[src/inc/frd_pkg.sv]
// Constants and types shared by the deleted-data and read-ID sequencer
package frd_pkg;
	// Pre-processing delay before the separator starts
	localparam int unsigned CLK_MHZ      = 125;
	localparam int unsigned PRE_DELAY_NS = 2000;
	localparam int unsigned PRE_CYC      = (PRE_DELAY_NS * CLK_MHZ + 999) / 1000;

	// Register indices; byte address is four times the index
	localparam logic [3:0] IDX_DRV_OUT = 4'h2;
	localparam logic [3:0] IDX_CONFIG  = 4'h3;
	localparam logic [3:0] IDX_STATUS  = 4'h4;
	localparam logic [3:0] IDX_FIFO    = 4'h5;
	localparam logic [7:0] DRV_OUT_RST = 8'h00;
	localparam logic [7:0] CONFIG_RST  = 8'h00;
	localparam int         CFG_DMA     = 0;

	// Opcode patterns and masks
	localparam logic [7:0] OPC_RDD      = 8'h0C;
	localparam logic [7:0] OPC_RDD_MASK = 8'h1F;
	localparam logic [7:0] OPC_RID      = 8'h0A;
	localparam logic [7:0] OPC_RID_MASK = 8'hBF;

	// Opcode and select byte fields
	localparam int OP_MULTI_TRACK = 7;
	localparam int OP_BYPASS      = 5;
	localparam int SEL_HEAD       = 2;

	// Command byte positions and lengths
	localparam int         CB_TRACK = 2;
	localparam int         CB_HEAD  = 3;
	localparam int         CB_SECT  = 4;
	localparam int         CB_SIZE  = 5;
	localparam int         CB_LAST  = 6;
	localparam logic [3:0] RDD_LAST = 4'h8;
	localparam logic [3:0] RID_LAST = 4'h1;
	localparam logic [2:0] RES_LEN  = 3'h7;
	localparam logic [2:0] BAD_LEN  = 3'h1;

	// Termination codes and status flag positions
	localparam logic [1:0] TERM_NORMAL   = 2'h0;
	localparam logic [1:0] TERM_ABNORMAL = 2'h1;
	localparam logic [1:0] TERM_INVALID  = 2'h2;
	localparam int FB_END_TRK  = 7;
	localparam int FB_CRC      = 5;
	localparam int FB_OVERRUN  = 4;
	localparam int FB_NO_DATA  = 2;
	localparam int FB_MISS_MRK = 0;
	localparam int FC_CTRL_MRK = 6;
	localparam int FC_DATA_CRC = 5;

	// Status register bits
	localparam int SR_READY   = 7;
	localparam int SR_TO_HOST = 6;
	localparam int SR_EXEC    = 5;
	localparam int SR_BUSY    = 4;
	localparam int SR_IRQ     = 0;

	// Sector ID header fields
	typedef struct packed {
		logic [7:0] track;
		logic [7:0] head;
		logic [7:0] sector;
		logic [7:0] size;
	} frd_id_s;

	// Sequencer phases
	typedef enum logic [7:0] {
		ST_IDLE   = 8'h01,
		ST_CMD    = 8'h02,
		ST_DELAY  = 8'h04,
		ST_SEARCH = 8'h08,
		ST_DWAIT  = 8'h10,
		ST_READ   = 8'h20,
		ST_ADV    = 8'h40,
		ST_RESULT = 8'h80
	} frd_state_e;
endpackage : frd_pkg

[src/logic/frd_core.sv]
// Command sequencer for deleted-data reads and ID reads
//
// The Wishbone slave port is this design's own decision.
`timescale 1ns/1ps
`default_nettype none
module frd_core (
	input  wire logic             clk_sys,
	input  wire logic             rst,
	input  wire logic             cyc_i,
	input  wire logic             stb_i,
	input  wire logic             we_i,
	input  wire logic [5:2]       adr_i,
	input  wire logic [3:0]       sel_i,
	input  wire logic [31:0]      dat_i,
	output logic      [31:0]      dat_o,
	output logic                  ack_o,
	input  wire logic             indexPulse,
	input  wire logic             hdrValid,
	input  wire frd_pkg::frd_id_s hdr,
	input  wire logic             hdrCrcErr,
	input  wire logic             dataFound,
	input  wire logic             dataDeleted,
	input  wire logic             dataMissing,
	input  wire logic             sectorDone,
	input  wire logic             dataCrcErr,
	input  wire logic             overrun,
	input  wire logic             transferEndStrobe,
	output logic                  separatorOn,
	output logic                  sectorRead,
	output logic                  dmaMode,
	output logic      [7:0]       driveOutput,
	output logic                  irqReq
);
	frd_pkg::frd_state_e stateQ, stateD;
	logic [7:0]       cmdQ [0:8];
	logic [7:0]       resQ [0:6];
	logic [3:0]       cmdCntQ;
	logic [2:0]       resIdxQ, resLenQ;
	logic [15:0]      delayCntQ;
	logic [7:0]       drvOutQ, cfgQ, fbQ, fcQ, fbSet, fcSet, rdMux;
	logic             headBitQ, stopQ, endStbQ, seenIdQ, twoIdx;
	logic             access, wrData, rdData, isRid, isExec;
	logic             doFin, advance;
	logic [1:0]       termD;
	logic [2:0]       lenD;
	frd_pkg::frd_id_s curQ, nxtId, idSel;

	// Opcode match under a mask
	function automatic logic opMatch(input logic [7:0] b,
		input logic [7:0] pat, input logic [7:0] msk);
		return (b & msk) == pat;
	endfunction : opMatch

	// Bus access decode; effects happen once, in the request cycle before ack rises
	assign access = cyc_i && stb_i && !ack_o;
	assign wrData = access && we_i && sel_i[0] && adr_i == frd_pkg::IDX_FIFO;
	assign rdData = access && !we_i && adr_i == frd_pkg::IDX_FIFO;
	assign isRid  = opMatch(cmdQ[0], frd_pkg::OPC_RID, frd_pkg::OPC_RID_MASK);
	assign isExec = stateQ inside {frd_pkg::ST_DELAY, frd_pkg::ST_SEARCH,
		frd_pkg::ST_DWAIT, frd_pkg::ST_READ, frd_pkg::ST_ADV};

	frd_next_id u_next (
		.multiTrack (cmdQ[0][frd_pkg::OP_MULTI_TRACK]),
		.headBit    (headBitQ),
		.lastSector (cmdQ[frd_pkg::CB_LAST]),
		.cur        (curQ),
		.nxt        (nxtId)
	);

	frd_index_watch u_index (
		.clk_sys    (clk_sys),
		.rst        (rst),
		.clear      (stateQ != frd_pkg::ST_SEARCH),
		.indexPulse (indexPulse),
		.twoSeen    (twoIdx)
	);

	// Phase sequencing and termination decisions
	always_comb begin
		stateD  = stateQ;
		doFin   = 1'h0;
		advance = 1'h0;
		termD   = frd_pkg::TERM_ABNORMAL;
		lenD    = frd_pkg::RES_LEN;
		fbSet   = 8'h00;
		fcSet   = 8'h00;
		idSel   = curQ;
		case (stateQ)
			frd_pkg::ST_IDLE: begin
				if (wrData) begin
					if (opMatch(dat_i[7:0], frd_pkg::OPC_RDD,
						frd_pkg::OPC_RDD_MASK) || opMatch(dat_i[7:0],
						frd_pkg::OPC_RID, frd_pkg::OPC_RID_MASK)) begin
						stateD = frd_pkg::ST_CMD;
					end else begin
						doFin = 1'h1;
						termD = frd_pkg::TERM_INVALID;
						lenD  = frd_pkg::BAD_LEN;
					end
				end
			end
			frd_pkg::ST_CMD: begin
				if (wrData && cmdCntQ == (isRid ? frd_pkg::RID_LAST :
					frd_pkg::RDD_LAST)) begin
					// Read-ID never seeks and always waits first
					stateD = isRid ? frd_pkg::ST_DELAY :
						frd_pkg::ST_SEARCH;
				end
			end
			frd_pkg::ST_DELAY: begin
				if (wrData) begin
					doFin = 1'h1;
				end else if (delayCntQ ==
					16'(frd_pkg::PRE_CYC - 1)) begin
					stateD = frd_pkg::ST_SEARCH;
				end
			end
			frd_pkg::ST_SEARCH: begin
				if (wrData) begin
					doFin = 1'h1;
				end else if (hdrValid) begin
					if (hdrCrcErr) begin
						doFin = 1'h1;
						fbSet[frd_pkg::FB_CRC] = 1'h1;
					end else if (isRid) begin
						doFin = 1'h1;
						termD = frd_pkg::TERM_NORMAL;
						idSel = hdr;
					end else if (hdr == curQ) begin
						stateD = frd_pkg::ST_DWAIT;
					end
				end else if (twoIdx) begin
					doFin = 1'h1;
					if (seenIdQ && !isRid) begin
						fbSet[frd_pkg::FB_NO_DATA] = 1'h1;
					end else begin
						fbSet[frd_pkg::FB_MISS_MRK] = 1'h1;
					end
				end
			end
			frd_pkg::ST_DWAIT: begin
				if (wrData) begin
					doFin = 1'h1;
				end else if (dataMissing) begin
					doFin = 1'h1;
					fbSet[frd_pkg::FB_MISS_MRK] = 1'h1;
				end else if (dataFound) begin
					if (!dataDeleted && cmdQ[0][frd_pkg::OP_BYPASS]) begin
						stateD = frd_pkg::ST_ADV;
					end else begin
						stateD = frd_pkg::ST_READ;
					end
				end
			end
			frd_pkg::ST_READ: begin
				if (wrData) begin
					doFin = 1'h1;
				end else if (sectorDone) begin
					if (dataCrcErr) begin
						doFin = 1'h1;
						fbSet[frd_pkg::FB_CRC] = 1'h1;
						fcSet[frd_pkg::FC_DATA_CRC] = 1'h1;
					end else if (overrun) begin
						doFin = 1'h1;
						fbSet[frd_pkg::FB_OVERRUN] = 1'h1;
					end else begin
						stateD = frd_pkg::ST_ADV;
					end
				end
			end
			frd_pkg::ST_ADV: begin
				if (wrData) begin
					doFin = 1'h1;
				end else if (endStbQ || stopQ) begin
					doFin = 1'h1;
					termD = frd_pkg::TERM_NORMAL;
					idSel = nxtId;
				end else if (curQ.sector == cmdQ[frd_pkg::CB_LAST] &&
					!(cmdQ[0][frd_pkg::OP_MULTI_TRACK] && !headBitQ)) begin
					doFin = 1'h1;
					fbSet[frd_pkg::FB_END_TRK] = 1'h1;
					idSel = nxtId;
				end else begin
					stateD  = frd_pkg::ST_SEARCH;
					advance = 1'h1;
				end
			end
			frd_pkg::ST_RESULT: begin
				if (rdData && resIdxQ == resLenQ - 3'h1) begin
					stateD = frd_pkg::ST_IDLE;
				end
			end
			default: stateD = frd_pkg::ST_IDLE;
		endcase
		if (doFin) begin
			stateD = frd_pkg::ST_RESULT;
		end
	end

	// State register
	always_ff @(posedge clk_sys) begin
		if (rst) begin
			stateQ <= frd_pkg::ST_IDLE;
		end else begin
			stateQ <= stateD;
		end
	end

	// Command byte capture
	always_ff @(posedge clk_sys) begin
		if (rst) begin
			cmdCntQ <= 4'h0;
			for (int i = 0; i < 9; i++) begin
				cmdQ[i] <= 8'h00;
			end
		end else if (wrData && stateQ == frd_pkg::ST_IDLE) begin
			cmdQ[0] <= dat_i[7:0];
			cmdCntQ <= 4'h1;
		end else if (wrData && stateQ == frd_pkg::ST_CMD) begin
			cmdQ[cmdCntQ] <= dat_i[7:0];
			cmdCntQ       <= cmdCntQ + 4'h1;
		end
	end

	// Current sector ID and multi-track side tracking
	always_ff @(posedge clk_sys) begin
		if (rst) begin
			curQ     <= '0;
			headBitQ <= 1'h0;
		end else if (stateQ == frd_pkg::ST_CMD) begin
			curQ.track  <= cmdQ[frd_pkg::CB_TRACK];
			curQ.head   <= cmdQ[frd_pkg::CB_HEAD];
			curQ.sector <= cmdQ[frd_pkg::CB_SECT];
			curQ.size   <= cmdQ[frd_pkg::CB_SIZE];
			headBitQ    <= cmdQ[1][frd_pkg::SEL_HEAD];
		end else if (advance) begin
			if (curQ.sector == cmdQ[frd_pkg::CB_LAST]) begin
				curQ.head   <= 8'h01;
				curQ.sector <= 8'h01;
				headBitQ    <= 1'h1;
			end else begin
				curQ.sector <= curQ.sector + 8'h01;
			end
		end
	end

	// Execution flags: control mark, stop, transfer end, headers seen
	always_ff @(posedge clk_sys) begin
		if (rst || stateQ == frd_pkg::ST_CMD) begin
			fbQ     <= 8'h00;
			fcQ     <= 8'h00;
			stopQ   <= 1'h0;
			endStbQ <= 1'h0;
			seenIdQ <= 1'h0;
		end else begin
			if (stateQ == frd_pkg::ST_DWAIT && dataFound && !dataDeleted) begin
				fcQ[frd_pkg::FC_CTRL_MRK] <= 1'h1;
				stopQ <= !cmdQ[0][frd_pkg::OP_BYPASS];
			end
			if (stateQ == frd_pkg::ST_READ && transferEndStrobe) begin
				endStbQ <= 1'h1;
			end
			if (stateQ == frd_pkg::ST_SEARCH && hdrValid) begin
				seenIdQ <= 1'h1;
			end
		end
	end

	// Pre-processing delay counter
	always_ff @(posedge clk_sys) begin
		if (rst || stateQ != frd_pkg::ST_DELAY) begin
			delayCntQ <= 16'h0000;
		end else begin
			delayCntQ <= delayCntQ + 16'h0001;
		end
	end

	// Result bytes loaded at termination, popped by host reads
	always_ff @(posedge clk_sys) begin
		if (rst) begin
			resIdxQ <= 3'h0;
			resLenQ <= 3'h0;
			for (int i = 0; i < 7; i++) begin
				resQ[i] <= 8'h00;
			end
		end else if (doFin) begin
			resIdxQ <= 3'h0;
			resLenQ <= lenD;
			resQ[0] <= (termD == frd_pkg::TERM_INVALID) ? {termD, 6'h00} :
				{termD, 3'h0, headBitQ, cmdQ[1][1:0]};
			resQ[1] <= fbQ | fbSet;
			resQ[2] <= fcQ | fcSet;
			resQ[3] <= idSel.track;
			resQ[4] <= idSel.head;
			resQ[5] <= idSel.sector;
			resQ[6] <= idSel.size;
		end else if (rdData && stateQ == frd_pkg::ST_RESULT) begin
			resIdxQ <= resIdxQ + 3'h1;
		end
	end

	// Interrupt request from result start to first result read
	always_ff @(posedge clk_sys) begin
		if (rst) begin
			irqReq <= 1'h0;
		end else if (doFin) begin
			irqReq <= 1'h1;
		end else if (rdData && stateQ == frd_pkg::ST_RESULT) begin
			irqReq <= 1'h0;
		end
	end

	// Software registers: drive outputs and transfer configuration
	always_ff @(posedge clk_sys) begin
		if (rst) begin
			drvOutQ <= frd_pkg::DRV_OUT_RST;
			cfgQ    <= frd_pkg::CONFIG_RST;
		end else if (access && we_i && sel_i[0]) begin
			if (adr_i == frd_pkg::IDX_DRV_OUT) begin
				drvOutQ <= dat_i[7:0];
			end else if (adr_i == frd_pkg::IDX_CONFIG) begin
				cfgQ <= dat_i[7:0];
			end
		end
	end

	// Read data selection
	always_comb begin
		rdMux = 8'h00;
		if (adr_i == frd_pkg::IDX_DRV_OUT) begin
			rdMux = drvOutQ;
		end else if (adr_i == frd_pkg::IDX_CONFIG) begin
			rdMux = cfgQ;
		end else if (adr_i == frd_pkg::IDX_STATUS) begin
			rdMux[frd_pkg::SR_READY]   = !isExec;
			rdMux[frd_pkg::SR_TO_HOST] = stateQ == frd_pkg::ST_RESULT;
			rdMux[frd_pkg::SR_EXEC]    = isExec;
			rdMux[frd_pkg::SR_BUSY]    = stateQ != frd_pkg::ST_IDLE;
			rdMux[frd_pkg::SR_IRQ]     = irqReq;
		end else if (adr_i == frd_pkg::IDX_FIFO &&
			stateQ == frd_pkg::ST_RESULT) begin
			rdMux = resQ[resIdxQ];
		end
	end

	// Bus answer one cycle after the request, data registered
	always_ff @(posedge clk_sys) begin
		if (rst) begin
			ack_o <= 1'h0;
			dat_o <= 32'h0000_0000;
		end else begin
			ack_o <= access;
			dat_o <= (access && !we_i) ? {24'h000000, rdMux} : 32'h0000_0000;
		end
	end

	// Drive-side outputs; separator and read gate aligned with the phase register, drive and DMA bits one cycle behind their registers
	always_ff @(posedge clk_sys) begin
		if (rst) begin
			separatorOn <= 1'h0;
			sectorRead  <= 1'h0;
			dmaMode     <= 1'h0;
			driveOutput <= frd_pkg::DRV_OUT_RST;
		end else begin
			separatorOn <= stateD inside {frd_pkg::ST_SEARCH,
				frd_pkg::ST_DWAIT, frd_pkg::ST_READ};
			sectorRead  <= stateD == frd_pkg::ST_READ && !isRid;
			dmaMode     <= cfgQ[frd_pkg::CFG_DMA];
			driveOutput <= drvOutQ;
		end
	end

	a_irq_result:
	assert property (@(posedge clk_sys) disable iff (rst)
		$rose(stateQ == frd_pkg::ST_RESULT) |-> irqReq)
		else $error("irq not raised at result phase");
	a_delay_len:
	assert property (@(posedge clk_sys) disable iff (rst)
		(stateQ == frd_pkg::ST_SEARCH && $past(stateQ) == frd_pkg::ST_DELAY)
		|-> $past(stateQ, frd_pkg::PRE_CYC) == frd_pkg::ST_DELAY
		&& $past(stateQ, frd_pkg::PRE_CYC + 1) != frd_pkg::ST_DELAY)
		else $error("pre-processing delay has the wrong length");
	a_rid_no_data:
	assert property (@(posedge clk_sys) disable iff (rst)
		(isRid && stateQ != frd_pkg::ST_IDLE) |-> !sectorRead)
		else $error("read-ID transferred data");
	a_abort_write:
	assert property (@(posedge clk_sys) disable iff (rst)
		(isExec && wrData) |=> stateQ == frd_pkg::ST_RESULT
		&& resQ[0][7:6] == frd_pkg::TERM_ABNORMAL)
		else $error("FIFO write did not abort");
	a_two_index:
	assert property (@(posedge clk_sys) disable iff (rst)
		(stateQ == frd_pkg::ST_SEARCH && twoIdx && !hdrValid && !wrData
		&& isRid) |=> resQ[1][frd_pkg::FB_MISS_MRK] && resQ[0][6])
		else $error("missing mark not flagged");
	a_skip_mark:
	assert property (@(posedge clk_sys) disable iff (rst)
		(stateQ == frd_pkg::ST_DWAIT && dataFound && !dataDeleted
		&& !dataMissing && !wrData && cmdQ[0][frd_pkg::OP_BYPASS])
		|=> stateQ == frd_pkg::ST_ADV && fcQ[frd_pkg::FC_CTRL_MRK])
		else $error("normal sector not skipped");
	a_stop_mark:
	assert property (@(posedge clk_sys) disable iff (rst)
		(stateQ == frd_pkg::ST_DWAIT && dataFound && !dataDeleted
		&& !dataMissing && !wrData && !cmdQ[0][frd_pkg::OP_BYPASS])
		|=> stateQ == frd_pkg::ST_READ && stopQ)
		else $error("normal sector not read with stop");
	a_next_sector:
	assert property (@(posedge clk_sys) disable iff (rst)
		(advance && curQ.sector != cmdQ[frd_pkg::CB_LAST])
		|=> curQ.sector == $past(curQ.sector) + 8'h01)
		else $error("sector did not advance by one");
	a_end_normal:
	assert property (@(posedge clk_sys) disable iff (rst)
		(stateQ == frd_pkg::ST_ADV && endStbQ && !wrData)
		|=> resQ[0][7:6] == frd_pkg::TERM_NORMAL ##1 irqReq)
		else $error("transfer end not normal termination");
	a_result_done:
	assert property (@(posedge clk_sys) disable iff (rst)
		(stateQ == frd_pkg::ST_RESULT && rdData
		&& resIdxQ == resLenQ - 3'h1) |=> stateQ == frd_pkg::ST_IDLE)
		else $error("no return to idle after last result");
endmodule : frd_core
`default_nettype wire

[src/logic/frd_next_id.sv]
// Next sector ID reported after a sector run ends, normally or at the end of the track
`timescale 1ns/1ps
`default_nettype none
module frd_next_id (
	input  wire logic             multiTrack,
	input  wire logic             headBit,
	input  wire logic [7:0]       lastSector,
	input  wire frd_pkg::frd_id_s cur,
	output var  frd_pkg::frd_id_s nxt
);
	// Sector plus one, or wrap to the next side or track
	always_comb begin
		nxt = cur;
		if (cur.sector != lastSector) begin
			nxt.sector = cur.sector + 8'h01;
		end else begin
			nxt.sector = 8'h01;
			if (multiTrack && !headBit) begin
				nxt.head = 8'h01;
			end else begin
				nxt.track = cur.track + 8'h01;
				if (multiTrack) begin
					nxt.head = 8'h00;
				end
			end
		end
	end
endmodule : frd_next_id
`default_nettype wire

[src/logic/frd_index_watch.sv]
// Counts index pulses seen during one header search
`timescale 1ns/1ps
`default_nettype none
module frd_index_watch (
	input  wire logic clk_sys,
	input  wire logic rst,
	input  wire logic clear,
	input  wire logic indexPulse,
	output logic      twoSeen
);
	logic [1:0] cntQ;

	// Saturating count, held at zero outside a search
	always_ff @(posedge clk_sys) begin
		if (rst || clear) begin
			cntQ <= 2'h0;
		end else if (indexPulse && cntQ != 2'h2) begin
			cntQ <= cntQ + 2'h1;
		end
	end

	assign twoSeen = (cntQ == 2'h2);
endmodule : frd_index_watch
`default_nettype wire

[config.mk]
export PLATFORM = sky130hd
export DESIGN_NAME = frd_core
export DESIGN_NICKNAME = d
export VERILOG_FILES = /design/src/inc/frd_pkg.sv /design/src/logic/frd_core.sv /design/src/logic/frd_next_id.sv /design/src/logic/frd_index_watch.sv
export SDC_FILE = /design/constraint.sdc
export NUM_CORES = 1
export LEC_CHECK = 0
export ABC_AREA = 0
export CORE_MARGIN = 2
export CORE_UTILIZATION = 51
export DETAILED_ROUTE_END_ITERATION = 8
export DONT_BUFFER_PORTS = 1
export GPL_ROUTABILITY_DRIVEN = 0
export PLACE_DENSITY = 0.63
export SYNTH_ARGS = -nofsm -noshare
export SYNTH_HDL_FRONTEND = slang
export SYNTH_SLANG_ARGS = --single-unit
[constraint.sdc]
create_clock -name clk_sys -period 6.35 [get_ports clk_sys]
set_input_delay 1.27 -clock clk_sys [delete_from_list [all_inputs] [get_ports clk_sys]]
set_output_delay 1.27 -clock clk_sys [all_outputs]
set_load 0.005 [all_outputs]
# Yosys cells after proc, flatten, opt, wreduce, memory -nomap -nowiden

Memory sizes are Yosys's and may differ from the RTL's. A register that Yosys moved wholly into a read port is not among the register bits.
Index checks and enable logic that the tools add are counted.

Input bits: 87
Word-level logic and storage cells: 265
Register bits after elaboration: 118
Output and inout port bits: 45
Bits in writable memories: 128
Memories: 2

Multiplexer cells: 142
Reduce and logical (&&, ||, !) cells: 49
Eq/ne operators: 30
Bitwise gates (word level): 11
$add $sub $neg: 7

Memory list:

| memory | words | width | rd ports | clocked after memory_dff | write ports | line           | RTL |
|---|---|---|---|---|---|---|---|
| cmdQ   | 9     | 8     | 7        | 2                        | 9           | frd_core.sv:35 | `logic [7:0] cmdQ [0:8];` |
| resQ   | 7     | 8     | 1        | 1                        | 7           | frd_core.sv:36 | `logic [7:0] resQ [0:6];` |

Operators by type and width:

| operator                                             | number |
|---|---|
| 2-to-1 mux 8 bit                                     | 40 |
| 2-to-1 mux 32 bit                                    | 7 |
| 2-to-1 mux 1 bit                                     | 70 |
| case mux 32 bit (2 select lines)                     | 1 |
| case mux 8 bit (8 select lines)                      | 1 |
| 2-to-1 mux 16 bit                                    | 3 |
| equality test 32 bit                                 | 1 |
| logical AND 1 bit                                    | 23 |
| 2-to-1 mux 3 bit                                     | 7 |
| adder 16 x 1 -> 16 bit, second input constant        | 1 |
| adder 8 x 1 -> 8 bit, second input constant          | 2 |
| equality test 16 x 8 -> 1 bit, second input constant | 1 |
| equality test 8 x 4 -> 1 bit, second input constant  | 2 |
| equality test 8 x 5 -> 1 bit, second input constant  | 2 |
| equality test 8 x 6 -> 1 bit, second input constant  | 2 |
| 2-to-1 mux 4 bit                                     | 4 |
| equality test 7 x 4 -> 1 bit, second input constant  | 2 |
| equality test 4 x 2 -> 1 bit, second input constant  | 2 |
| equality test 4 x 3 -> 1 bit, second input constant  | 2 |
| equality test 8 x 1 -> 1 bit, second input constant  | 1 |
| equality test 8 x 2 -> 1 bit, second input constant  | 1 |
| equality test 8 x 3 -> 1 bit, second input constant  | 1 |
| equality test 8 x 7 -> 1 bit, second input constant  | 1 |
| equality test 8 bit                                  | 1 |
| other kinds (31)                                     | 61 |

# Depth between registers and ports, before layout

Depth in word-level cells: 12
Gate-level depth with buffers: 10
Mapped depth without buffers: 8

# Cells and area by module

Synthesis repeated with hierarchy kept, for this count alone.

Cell total of the unflattened synthesis: 1124
Area total of the unflattened synthesis: 10742.8 µm²

By module, submodules not included:

| module          | area each (µm²) | times used | sequential area each (µm²) | cells an instance |
|---|---|---|---|---|
| frd_core        | 10049.6         | 1          | 5024.8                     | 1036 |
| frd_next_id     | 588.1           | 1          | 0.0                        | 79 |
| frd_index_watch | 105.1           | 1          | 40.0                       | 9 |

# Least setup slack after synthesis

OpenSTA, ideal clock, no wires.

Kind: input -> register
Start: input dat_i[1]
End: memory resQ[0][0], enable pin
Stages: 6
Slack: 2.228 ns
Data arrival time: 3.426 ns
Library setup time: 0.696 ns
Data required time: 5.654 ns
Path buffers: 1
Path through: clkbuf_1 > nor4b_1 > o211ai_1 > and2_1 > o21ai_1 > nand3_1

RTL lines:

| item               | line           | RTL |
|---|---|---|
| start: declaration | frd_core.sv:14 | `input wire logic [31:0] dat_i,` |
| end: declaration   | frd_core.sv:36 |  |

==> reports/metrics.yaml <==
hold-worst-slack_ns: 0.459
timing.critical_path.fanout_max: 34
initial_core_util_pct: 52.4
timing.max_slew.rel_slack_pct: 29.0
antenna_violating_nets_post_route: 0
avgRoutedWirePerCell_um: 20.7
global_route.usage.total_pct: 25.5
worst_ep_required_time_ns: 6.47
clock_tree_skew_after_final_layout_ns: 0.00912
outcome: "finished clean"
placeable_core_region_um2: 19600
netSwitchingFraction_pct: 20.9
floorplan.io_pins: 132
layout.cells.non_filler: 1334
grt_setup_unrepaired: "false"
syn_area_um2: 10300
synth_edf_count: 94
criticalPathCategory: "flip-flop to flip-flop"
dieArea_um2: 21300
fraction_of_final_layout_cells_with_drive_strength_greater_than_1_pct: 6.28
finalSetupTns_ns: 0
clock_tree_from_tritoncts: "built"
maxCapViolations: 0
multi_input_comb_area_um2: 4820
firstDrtPassIters: 5
worst_ir_drop_on_vdd_v: 0.000220
cellInternalPower_w: 0.00215
power.leakage_nw: 3.62
layout.cells.most_common_list: "sky130_fd_sc_hd__nand2_1, sky130_fd_sc_hd__nor2_1, sky130_fd_sc_hd__dfxtp_1"
power.total_w: 0.00271
timing_limited_maximum_frequency_ghz: 0.285
cts.sinks: 206
shortest_period_the_worst_path_allows_ns: 3.51
cts_hold_buf: 0
antenna_violations_before_repair: 4
clock_insertion_delay_worst_skew_ns: 0.50
fill_cells: 1787
port_buffers: 0
grt_pass1_wl_mm: 42.2
grt_start_max_net_pins: 74
yosys_most_used_dff: "sky130_fd_sc_hd__dfxtp_1"
gr-total-overflow: 0
power.sequential.fraction_pct: 52.3
final.period_utilization_pct: 55.3
drcViolationCount: 0
post_cts.repair.setup_buffers: 0
placement_rows: 51
syn-mean-instance-area_um2: 9.51
cts-resized-gates: 0
clkSlewWorstSetupHoldPaths_ns: 0.06
utilization_pct: 56.3
net-switching-power_w: 0.000567
syn2layout_area_growth_pct: 7.53
cts_max_path_buffers: 3
critPathArrivalTime_ns: 3.63
async_reset_ff_share_pct: 0
fin_max_slew_vios: 0
finalNetCount: 1147
die_width_um: 146
yosysSeqAreaShare_pct: 49.4
cts-htree-levels: 1
end_kind: "flip-flop"
post_drt_via_cell_ratio: 5.86
placed_cells_incl_taps: 1292
hpwl_mm: 19.3
ys_ff_latch: 206
final_hold_viol_count: 0
tritoncts.num_buffers: 23
netlist-cell-type-count: 73
cts-root-buf: "sky130_fd_sc_hd__clkbuf_16"
ys.warnings.count: 0
combPwrFrac_pct: 2.1
grt_pass1_vias: 7165
die_h_um: 146
synthesis.instances: 1079
worst_pin_slew_ns: 1.05
routed_wirelength_mm: 27.6
power.density_nw_per_um2: 246
area.sequential_um2: 5060
hold_path.class: "flip-flop to flip-flop"
setup-violations-final: 0
cp-start-kind: "flip-flop"
leading_cell_type_in_the_layout_fill_and_taps_excluded: "sky130_fd_sc_hd__nand2_1"
route.vias.total: 7816
initialDrtViolationCount: 663
p_clk_share_pct: 45.6
[power by group through the flow]
stage	clock, W	combinational [W]	sequential [W]
final	0.00124	0.0000571	0.00142
after global routing	0.00131	0.0000629	0.00142
after floorplan	0	0.0000608	0.00144
after global placement	0	0.0000561	0.00145
after detailed placement	0	0.0000566	0.00145
after CTS	0.00126	0.0000569	0.00142
[worst max-delay path, cell delays in order (launching register included)]
cell and delay, ns:
sky130_fd_sc_hd__dfxtp_1 0.38, sky130_fd_sc_hd__nor3_1 0.45, sky130_fd_sc_hd__nand4b_1 0.19, sky130_fd_sc_hd__buf_4 0.28
sky130_fd_sc_hd__nor2_2 0.46, sky130_fd_sc_hd__nand3_1 0.39, sky130_fd_sc_hd__o21ai_0 0.94
[cells by family (layout without fill, tap and decap cells)]
kind of cell | Yosys count | after routing | synth area share [%]
multiplexers | 33 | 33 | 3.28
flip-flops | 206 | 206 | 49.4
buffers and inverters | 96 | 61 | 4.73
adder cells (fa/ha/maj) | 8 | 8 | 0.976
AO/OA/AOI/OAI | 200 | 200 | 12.5
XOR/XNOR | 62 | 62 | 5.29
other | 1 | 26 | 0.0366
AND/OR/NAND/NOR | 473 | 473 | 23.8
[final timing paths]
path                            cells past startpoint  slack [ns]                       end                 start
worst min-delay path                                2        0.46      seenIdQ$_SDFFE_PP0P_  seenIdQ$_SDFFE_PP0P_
worst min register to register                      2        0.46      seenIdQ$_SDFFE_PP0P_  seenIdQ$_SDFFE_PP0P_
worst max register to register                      6        2.84  cmdQ[5][0]$_SDFFCE_PN0P_  stateQ[3]$_SDFF_PP0_
worst max-delay path                                6        2.84  cmdQ[5][0]$_SDFFCE_PN0P_  stateQ[3]$_SDFF_PP0_
[cells in the mapped netlist, drive strengths merged (15+ instances only)]
master	instances	area share, %
a211oi	16	1.2
a21oi	56	2.7
a22oi	15	1.1
a31oi	17	1.0
and2	56	3.4
buf	40	2.7
clkbuf	45	1.6
dfxtp	112	22
edfxtp	94	28
mux2i	28	2.7
nand2	118	4.3
nand3	29	1.4
nor2	115	4.2
nor2b	21	1.3
nor3	34	2.0
nor4	15	1.2
o21ai	47	2.3
xnor2	22	1.9
xor2	40	3.4
[flip-flops by register name (all words and copies together), names as in the netlist, 2 cells and up, named ones only]
register      flops
dat_o             8
cfgQ              8
stateQ            8
drvOutQ           8
driveOutput       8
curQ             32
u_index.cntQ      2
delayCntQ        16
cmdCntQ           4
resLenQ           2
resQ             44
cmdQ             50
resIdxQ           3
[through the flow]
step                setup WS [ns]  instance area (um2)
floorplan                    2.23                10300
global placement             2.41                10300
detailed placement           2.43                10300
CTS                          2.89                11000
global route                 2.50                11000
finish                       2.84                11000
[metal layers]
| metal | global-route usage (%) | share of wire [%] | vias up | wire length [um] |
|---|---|---|---|---|
| met5 | 0 | 0 | - | 0 |
| met4 | 5.34 | 2.1 | 0 | 565 |
| met3 | 6.58 | 10 | 38 | 2790 |
| met2 | 40.0 | 44 | 339 | 12300 |
| met1 | 35.9 | 43 | 3674 | 11900 |
| li1 | - | - | 3765 | - |
[area by class of cell]
type	instances	share of cell area (%)
diodes	2	0.0454
clock buffers	30	5.55
clock inverters	10	0.737
inverters	11	0.374
multi-input cells	800	43.7
flip-flops and latches	206	45.9
well taps	265	3.01
repair buffers	10	0.681
No activity file was read; power rests on OpenSTA's default activity.
